===== config.mk =====
export PLATFORM = sky130hd
export DESIGN_NAME = mcs_sequencer
export DESIGN_NICKNAME = d
export VERILOG_FILES = /design/src/core/mcs_sequencer.v /design/src/core/mcs_zero_shift.v
export VERILOG_INCLUDE_DIRS = /design/src /design/src/core
export SDC_FILE = /design/constraint.sdc
export NUM_CORES = 1
export LEC_CHECK = 0
export BUFFER_PORTS_ARGS = -buffer_cell sky130_fd_sc_hd__buf_4
export CAP_MARGIN = 20
export CORE_ASPECT_RATIO = 1.2
export CORE_MARGIN = 3
export CORE_UTILIZATION = 60
export CTS_CLUSTER_DIAMETER = 40
export CTS_CLUSTER_SIZE = 12
export DETAILED_ROUTE_END_ITERATION = 6
export PLACE_DENSITY_LB_ADDON = 0.12
export SETUP_SLACK_MARGIN = 0.15
export SLEW_MARGIN = 10
export SYNTH_ARGS = -nofsm -noshare
export SYNTH_HDL_FRONTEND = slang
export SYNTH_SLANG_ARGS = --single-unit

===== constraint.sdc =====
create_clock -name clk -period 5.5 [get_ports clk]
set_input_delay 0.55 -clock clk [delete_from_list [all_inputs] [get_ports clk]]
set_output_delay 0.55 -clock clk [all_outputs]
set_load 0.05 [all_outputs]

===== src/core/mcs_map.vh =====
// constants for the measurement cycle sequencer
//
// Overview of operation
// start routine: pressure, auto-zero, optional temperature
// repeat count selects burst of 1..128
// order: burst, t1 zero, burst, t1, burst, pzero
// second temperature steps inserted only when enabled
// final burst then common mode, then repeat
// mux picks short, diode, bridge, thermistor, signal
// six-bit coarse zero shift for sensor path
// separate six-bit zero shift for temperature
// signed codes -31..31; guaranteed -20..20
// fine offset removal stays digital, not here
// advance only on conversion done; mux held
`ifndef MCS_MAP_VH
`define MCS_MAP_VH

// ----------------------------------------
// multiplexer selection codes
// ----------------------------------------
`define MCS_MUX_W 3
`define MCS_MUX_SHORT 3'h0
`define MCS_MUX_DIODE_EXT 3'h1
`define MCS_MUX_DIODE_INT 3'h2
`define MCS_MUX_BRIDGE_RES 3'h3
`define MCS_MUX_THERMISTOR 3'h4
`define MCS_MUX_SIGNAL 3'h5
`define MCS_MUX_COMMON 3'h6

// ----------------------------------------
// temperature source codes (stored configuration)
// ----------------------------------------
`define MCS_TSRC_DIODE_EXT 2'h0
`define MCS_TSRC_DIODE_INT 2'h1
`define MCS_TSRC_BRIDGE 2'h2
`define MCS_TSRC_THERMISTOR 2'h3

// ----------------------------------------
// step kinds reported to the controller
// ----------------------------------------
`define MCS_KIND_W 3
`define MCS_KIND_PRESS 3'h0
`define MCS_KIND_PZERO 3'h1
`define MCS_KIND_T1ZERO 3'h2
`define MCS_KIND_T1 3'h3
`define MCS_KIND_T2ZERO 3'h4
`define MCS_KIND_T2 3'h5
`define MCS_KIND_COMMON 3'h6

// ----------------------------------------
// zero shift code limits
// ----------------------------------------
`define MCS_ZS_W 6
`define MCS_ZS_MAX 6'h1f
`define MCS_ZS_MIN 6'h21
`define MCS_ZS_GUAR_MAX 6'h14
`define MCS_ZS_GUAR_MIN 6'h2c
`define MCS_ZS_ZERO 6'h00

`endif


===== src/core/mcs_sequencer.v =====
// measurement cycle sequencer for the analog front end
`include "mcs_map.vh"

module mcs_sequencer #(
	parameter CNT_W = 8 // burst counter width, 128 max
) (
	// clock and reset
	input wire clk,
	input wire rst_n,
	// stored configuration
	input wire cfg_load,
	input wire [2:0] pressure_repeat_count,
	input wire second_temp_enable,
	input wire [1:0] t1_source,
	input wire [1:0] t2_source,
	input wire [`MCS_ZS_W-1:0] coarse_zero_shift_in,
	input wire [`MCS_ZS_W-1:0] temp_zero_shift_in,
	// converter handshake
	input wire conv_done,
	output reg conv_start,
	output reg [`MCS_MUX_W-1:0] mux_sel,
	output reg short_input,
	output reg [`MCS_KIND_W-1:0] step_kind,
	output reg in_start_routine,
	// zero shift codes to the analog path
	output wire [`MCS_ZS_W-1:0] coarse_zero_shift,
	output wire [`MCS_ZS_W-1:0] zero_shift_code,
	output wire zs_range_err,
	output wire zs_unguaranteed,
	output reg cycle_wrap
);
	// ----------------------------------------
	// states, one-hot
	// ----------------------------------------
	localparam S_IDLE = 3'h1;
	localparam S_ISSUE = 3'h2;
	localparam S_WAIT = 3'h4;

	// step slots of the normal cycle
	localparam SL_P0 = 4'h0;
	localparam SL_T1Z = 4'h1;
	localparam SL_P1 = 4'h2;
	localparam SL_T1 = 4'h3;
	localparam SL_P2 = 4'h4;
	localparam SL_PZ = 4'h5;
	localparam SL_P3 = 4'h6;
	localparam SL_T2Z = 4'h7;
	localparam SL_P4 = 4'h8;
	localparam SL_T2 = 4'h9;
	localparam SL_P5 = 4'ha;
	localparam SL_CM = 4'hb;
	// start routine slots
	localparam SL_SP = 4'hc;
	localparam SL_SPZ = 4'hd;
	localparam SL_ST1Z = 4'he;
	localparam SL_ST1 = 4'hf;

	reg [2:0] state;
	reg [3:0] slot; // current step
	reg [CNT_W-1:0] burst_left; // conversions remaining in the current step
	reg [2:0] rep_code; // latched repeat code
	reg t2_en; // latched second temperature enable
	reg [1:0] t1src;
	reg [1:0] t2src;
	reg [3:0] next_slot;
	reg [`MCS_MUX_W-1:0] next_mux;
	reg [`MCS_KIND_W-1:0] next_kind;
	reg [`MCS_MUX_W-1:0] t1_mux;
	reg [`MCS_MUX_W-1:0] t2_mux;
	reg zs_err_a;
	reg zs_err_b;
	reg zs_ug_a;
	reg zs_ug_b;
	reg zs_err_q; // combined range error, registered
	reg zs_ug_q; // combined unguaranteed flag, registered

	wire [CNT_W-1:0] burst_len = {{(CNT_W-1){1'b0}}, 1'b1} << rep_code;
	wire is_press = (slot == SL_P0) || (slot == SL_P1) || (slot == SL_P2) ||
		(slot == SL_P3) || (slot == SL_P4) || (slot == SL_P5) || (slot == SL_SP);

	// ----------------------------------------
	// zero shift holders
	// ----------------------------------------
	mcs_zero_shift u_bridge_zs (
		.clk(clk),
		.rst_n(rst_n),
		.load(cfg_load),
		.code_in(coarse_zero_shift_in),
		.code(coarse_zero_shift),
		.out_of_range(zs_err_a),
		.unguaranteed(zs_ug_a)
	);
	mcs_zero_shift u_temp_zs (
		.clk(clk),
		.rst_n(rst_n),
		.load(cfg_load),
		.code_in(temp_zero_shift_in),
		.code(zero_shift_code),
		.out_of_range(zs_err_b),
		.unguaranteed(zs_ug_b)
	);
	// ----------------------------------------
	// combined zero shift flags
	// ----------------------------------------
	// registered so the ports come straight from flops;
	// costs one cycle behind the holders' own flags
	always @(posedge clk) begin
		if (!rst_n) begin
			zs_err_q <= 1'b0;
			zs_ug_q <= 1'b0;
		end else begin
			zs_err_q <= zs_err_a | zs_err_b;
			zs_ug_q <= zs_ug_a | zs_ug_b;
		end
	end
	assign zs_range_err = zs_err_q;
	assign zs_unguaranteed = zs_ug_q;

	// ----------------------------------------
	// temperature source to mux code
	// ----------------------------------------
	function [`MCS_MUX_W-1:0] src_mux;
		input [1:0] src;
		begin
			case (src)
				`MCS_TSRC_DIODE_EXT: src_mux = `MCS_MUX_DIODE_EXT;
				`MCS_TSRC_DIODE_INT: src_mux = `MCS_MUX_DIODE_INT;
				`MCS_TSRC_BRIDGE: src_mux = `MCS_MUX_BRIDGE_RES;
				default: src_mux = `MCS_MUX_THERMISTOR;
			endcase
		end
	endfunction

	// ----------------------------------------
	// slot successor; skips second temperature when disabled
	// ----------------------------------------
	always @* begin
		t1_mux = src_mux(t1src);
		t2_mux = src_mux(t2src);
		case (slot)
			SL_SP: next_slot = SL_SPZ;
			SL_SPZ: next_slot = t2_en ? SL_ST1Z : SL_P0;
			SL_ST1Z: next_slot = SL_ST1;
			SL_ST1: next_slot = SL_P0;
			SL_PZ: next_slot = t2_en ? SL_P3 : SL_P5;
			SL_CM: next_slot = SL_P0;
			default: next_slot = slot + 4'h1;
		endcase
		// mux and kind for the current slot
		case (slot)
			SL_T1Z, SL_T2Z, SL_PZ, SL_SPZ, SL_ST1Z: next_mux = `MCS_MUX_SHORT;
			SL_T1, SL_ST1: next_mux = t1_mux;
			SL_T2: next_mux = t2_mux;
			SL_CM: next_mux = `MCS_MUX_COMMON;
			default: next_mux = `MCS_MUX_SIGNAL;
		endcase
		case (slot)
			SL_T1Z, SL_ST1Z: next_kind = `MCS_KIND_T1ZERO;
			SL_T1, SL_ST1: next_kind = `MCS_KIND_T1;
			SL_PZ, SL_SPZ: next_kind = `MCS_KIND_PZERO;
			SL_T2Z: next_kind = `MCS_KIND_T2ZERO;
			SL_T2: next_kind = `MCS_KIND_T2;
			SL_CM: next_kind = `MCS_KIND_COMMON;
			default: next_kind = `MCS_KIND_PRESS;
		endcase
	end

	// ----------------------------------------
	// main stepper: issue, wait done, advance
	// ----------------------------------------
	always @(posedge clk) begin
		if (!rst_n) begin
			state <= S_IDLE;
			slot <= SL_SP;
			burst_left <= {CNT_W{1'b0}};
			rep_code <= 3'h0;
			t2_en <= 1'b0;
			t1src <= 2'h0;
			t2src <= 2'h0;
			conv_start <= 1'b0;
			mux_sel <= `MCS_MUX_SHORT;
			// the mux parks on the short, so the short flag must agree
			short_input <= 1'b1;
			step_kind <= `MCS_KIND_PRESS;
			in_start_routine <= 1'b1;
			cycle_wrap <= 1'b0;
		end else begin
			conv_start <= 1'b0;
			cycle_wrap <= 1'b0;
			case (state)
				// settings are taken once, before the first step
				S_IDLE: begin
					if (cfg_load) begin
						rep_code <= pressure_repeat_count;
						t2_en <= second_temp_enable;
						t1src <= t1_source;
						t2src <= t2_source;
						state <= S_ISSUE;
					end
				end
				S_ISSUE: begin
					mux_sel <= next_mux;
					short_input <= (next_mux == `MCS_MUX_SHORT);
					step_kind <= next_kind;
					conv_start <= 1'b1;
					// start routine pressure is a single conversion
					if (burst_left == {CNT_W{1'b0}})
						burst_left <= (is_press && slot != SL_SP) ? burst_len : {{(CNT_W-1){1'b0}}, 1'b1};
					state <= S_WAIT;
				end
				S_WAIT: begin
					if (conv_done) begin
						burst_left <= burst_left - {{(CNT_W-1){1'b0}}, 1'b1};
						if (burst_left == {{(CNT_W-1){1'b0}}, 1'b1}) begin
							slot <= next_slot;
							if (slot == SL_CM)
								cycle_wrap <= 1'b1;
							if (next_slot == SL_P0)
								in_start_routine <= 1'b0;
						end
						state <= S_ISSUE;
					end
				end
				default: state <= S_IDLE;
			endcase
		end
	end
endmodule


===== src/core/mcs_zero_shift.v =====
// zero shift code holder with range checks
`include "mcs_map.vh"

module mcs_zero_shift (
	// clock and reset
	input wire clk,
	input wire rst_n,
	// nonvolatile load
	input wire load,
	input wire [`MCS_ZS_W-1:0] code_in,
	// held code and flags
	output reg [`MCS_ZS_W-1:0] code,
	output reg out_of_range,
	output reg unguaranteed
);
	// ----------------------------------------
	// signed views of the incoming code
	// ----------------------------------------
	wire signed [`MCS_ZS_W-1:0] s_in = code_in;
	wire signed [`MCS_ZS_W-1:0] s_max = `MCS_ZS_MAX;
	wire signed [`MCS_ZS_W-1:0] s_min = `MCS_ZS_MIN;
	wire signed [`MCS_ZS_W-1:0] g_max = `MCS_ZS_GUAR_MAX;
	wire signed [`MCS_ZS_W-1:0] g_min = `MCS_ZS_GUAR_MIN;
	wire bad = (s_in > s_max) || (s_in < s_min); // only -32 fails
	wire loose = (s_in > g_max) || (s_in < g_min);

	// ----------------------------------------
	// capture; -32 is refused and clamps to zero
	// ----------------------------------------
	always @(posedge clk) begin
		if (!rst_n) begin
			code <= `MCS_ZS_ZERO;
			out_of_range <= 1'b0;
			unguaranteed <= 1'b0;
		end else if (load) begin
			code <= bad ? `MCS_ZS_ZERO : code_in;
			out_of_range <= bad;
			unguaranteed <= loose & ~bad;
		end
	end
endmodule


==> out/summary.log <==
INFO  detailed_routing routed_wirelength=5900um
INFO  timing         grt_setup_unrepaired=false
INFO  cts            ctsResizeCount=0
INFO  cts            cts_inserted_buffers=5
INFO  layout         commonest_cells_after_routing_fill_and_taps_aside=sky130_fd_sc_hd__nor2_1, sky130_fd_sc_hd__dfxtp_1, sky130_fd_sc_hd__buf_4
INFO  synth          ys.flop_type=sky130_fd_sc_hd__dfxtp_1
INFO  layout         number_of_inserted_diodes=0
INFO  place          place.detailed.hpwl=4240um
INFO  timing         finalCriticalPeriod=2.14ns
INFO  floorplanning  die_y=80.0um
INFO  cts            ctsRootBufferMaster=sky130_fd_sc_hd__clkbuf_8
INFO  worst_setup_path reg2regPathDepth=7
INFO  worst_setup_path timing.critical_path.from_type=register
INFO  detailed_routing highest_layer=met4
INFO  place          gp_congestion=0.936
INFO  grt            grt_pass1_vias=2129
INFO  floorplanning  floorplan.core_area=4330um2
INFO  detailed_routing routed-via-count=2360
INFO  grt            grt_max_degree=38
INFO  place          count_of_buffers_from_port_buffering=47
INFO  cts            clock_tree.htree_level_count=2
INFO  timing         slew_headroom=55.3%
INFO  timing         tightest_slew=0.669ns
INFO  layout         layout-area-overhead-vs-synth=16.2%
INFO  floorplanning  top_level_ports=48
INFO  synth          synth.ff_latch_count=51
INFO  run_status     status=completed
INFO  detailed_routing wl_per_cell=14.2um
INFO  worst_setup_path regToRegEndpoint=slot[1]
INFO  synth          synth_largest_area_cell=sky130_fd_sc_hd__dfxtp_1
INFO  detailed_routing drt-pass1-iter-count=4
INFO  detailed_routing drt_iter0_markers=165
INFO  synth          seq_area_frac_synth=37.3%
INFO  timing         layout_worst_path_cycle_share=38.9%
INFO  timing         report.final.hold_viol_count=0
INFO  grt            grt_first_pass_wirelength=9800um
INFO  worst_setup_path critical_path_capture_point_type=register
INFO  cts            clk_transition_reported_paths=0.08ns
INFO  grt            gr-usage-all-layers=23.4%
INFO  worst_setup_path arrival=2.38ns
INFO  pwr            cellPowerDensity=238nW/um2
INFO  timing         max_freq=468MHz
INFO  synth          synth-edff-count=0
INFO  layout         share_of_post_route_cells_with_drive_strength_above_1=20.1%
INFO  cts            tritoncts_clock_tree=yes
INFO  floorplanning  design.die.area=5410um2
INFO  min_path       min_path_cells=2
INFO  min_path       worst_hold_path.endpoint=in_start_routine
INFO  timing         tns=0ns
INFO  job            drv_cap=0
INFO  floorplanning  floorplan.initialDensity=63.3%
INFO  cts            clock_path_buffers=2
INFO  layout         n_fill_cell=361
INFO  synth          syn_area_per_cell=8.56um2
INFO  cts            clock_sinks=51
INFO  grt            global_route.overflow_total=0
INFO  synth          synth.cell_area=2740um2
INFO  pwr            ir_worst_vdd=190uV
INFO  layout         count_of_nets_after_finishing=397
INFO  timing         timing.final.setup_violations=0
INFO  worst_setup_path worstPathMaxFanout=9
INFO  timing         final_max_tran_viols=0
INFO  detailed_routing routed_length_on_met3=240um
INFO  synth          ys_warn_count=0
INFO  synth          ys_types=61
INFO  grt            antenna_violations_before_repair=0
INFO  worst_setup_path rrSetupSlack=3.36ns
INFO  worst_setup_path critPathRequiredTime=5.74ns
INFO  detailed_routing drcViolationCount=0
INFO  synth          netlist.area_leader.share=37.3%
INFO  synth          syn_inst=320
INFO  cts            clock_latency=0.31ns
INFO  pwr            post-layout-total-power=0.000757W
INFO  floorplanning  die-width=67.7um
INFO  synth          async_flop_share=0%
INFO  cts            post_cts_hold_buffer_count=0
INFO  detailed_routing antenna_violating_nets_post_route=0
INFO  timing         timing.clock.skew=0.0119ns
INFO  pwr            leakage=1.33nW
INFO  detailed_routing met1_length=2700um
INFO  detailed_routing routed-wl-met2=2890um
INFO  worst_setup_path setup.worst_path.class=register to register
INFO  min_path       holdCritPathClass=register to register
INFO  min_path       worst_hold_startpoint=in_start_routine
INFO  detailed_routing dr_vias_cell=5.69
INFO  cts            post-cts-setup-buffers=0
INFO  synth          synth.area.top_cells=sky130_fd_sc_hd__dfxtp_1, sky130_fd_sc_hd__nor2_1, sky130_fd_sc_hd__mux2i_1, sky130_fd_sc_hd__ha_1, sky130_fd_sc_hd__a21oi_1
INFO  worst_setup_path worstReg2RegStart=slot[0]
INFO  floorplanning  rows=26
INFO  synth          synth.net_count=358
==> routing by layer <==
metal / global-route usage [%] / vias up
li1: - / 1212
met1: 31.2 / 1093
met2: 37.8 / 48
met3: 4.65 / 7
met4: 6.69 / 0
met5: 0 / -
==> Yosys cell counts (4+ instances only) <==
cell type / count
sky130_fd_sc_hd__o211ai_1: 5
sky130_fd_sc_hd__nand2_1: 19
sky130_fd_sc_hd__a21oi_1: 26
sky130_fd_sc_hd__nor2_1: 51
sky130_fd_sc_hd__inv_1: 13
sky130_fd_sc_hd__o21ai_1: 8
sky130_fd_sc_hd__nor3_1: 6
sky130_fd_sc_hd__ha_1: 14
sky130_fd_sc_hd__a211oi_1: 7
sky130_fd_sc_hd__nand2b_1: 4
sky130_fd_sc_hd__and3_1: 4
sky130_fd_sc_hd__clkbuf_1: 4
sky130_fd_sc_hd__o21ai_0: 18
sky130_fd_sc_hd__mux2i_1: 18
sky130_fd_sc_hd__nand3_1: 5
sky130_fd_sc_hd__dfxtp_1: 51
sky130_fd_sc_hd__buf_1: 5
==> power by group <==
| part | internal [W] | switching, W |
|---|---|---|
| logic | 0.0000438 | 0.0000658 |
| registers | 0.000384 | 0.0000130 |
| clock network | 0.000133 | 0.000117 |
==> critical path: stages (launching register included) <==
cell	delay, ns
sky130_fd_sc_hd__dfxtp_1	0.50
sky130_fd_sc_hd__inv_1	0.17
sky130_fd_sc_hd__ha_1	0.27
sky130_fd_sc_hd__or3_4	0.35
sky130_fd_sc_hd__o311ai_4	0.34
sky130_fd_sc_hd__a21oi_2	0.10
sky130_fd_sc_hd__mux2_2	0.27
sky130_fd_sc_hd__nor2_2	0.07
==> sequential cells by signal (all words and copies together), names as in the netlist, 2 cells and up <==
signal	cells
t1src	2
slot	4
state	3
burst_left	8
u_bridge_zs.code	6
u_temp_zs.code	6
step_kind	3
rep_code	3
mux_sel	3
src_mux.src	2
==> cell type report <==
cell class | instances | area [um2] | share of cell area, %
Clock buffer | 6 | 72.6 | 2.28
Clock inverter | 1 | 30.0 | 0.944
Inverter | 14 | 52.6 | 1.65
Multi-Input combinational cell | 240 | 1580 | 49.7
Sequential cell | 51 | 1020 | 32.1
Tap cell | 56 | 70.1 | 2.20
Timing Repair Buffer | 47 | 353 | 11.1
==> stage by stage <==
stage          hold slack, ns  util [%]  worst slack [ns]  std cells  area [um2]
6_report                0.450      73.5              3.36        415        3180
3_3_place_gp            0.436      71.2              3.46        408        3080
3_5_place_dp            0.436      71.2              3.40        408        3080
4_1_cts                 0.455      73.5              3.37        415        3180
2_1_floorplan           0.429         -              3.56        320        2740
5_1_grt                 0.479      73.5              3.23        415        3180
==> cells by family after synthesis <==
family / share of synthesized area, %
fa+ha+maj: 6.40
flops: 37.3
xor+xnor: 0.640
simple gates: 23.7
buf+inv: 4.93
compound gates: 19.3
mux: 7.81
==> worst max path at each step <==
stage	start	to	slack, ns	cells past startpoint
3_3_place_gp	slot[0]	slot[1]	3.46	7
2_1_floorplan	slot[0]	slot[1]	3.56	7
5_1_grt	slot[0]	slot[1]	3.23	7
4_1_cts	slot[0]	slot[1]	3.37	7
3_5_place_dp	slot[0]	slot[1]	3.40	7
6_report	slot[0]	slot[1]	3.36	7
Power figures use the tool's default switching activity.
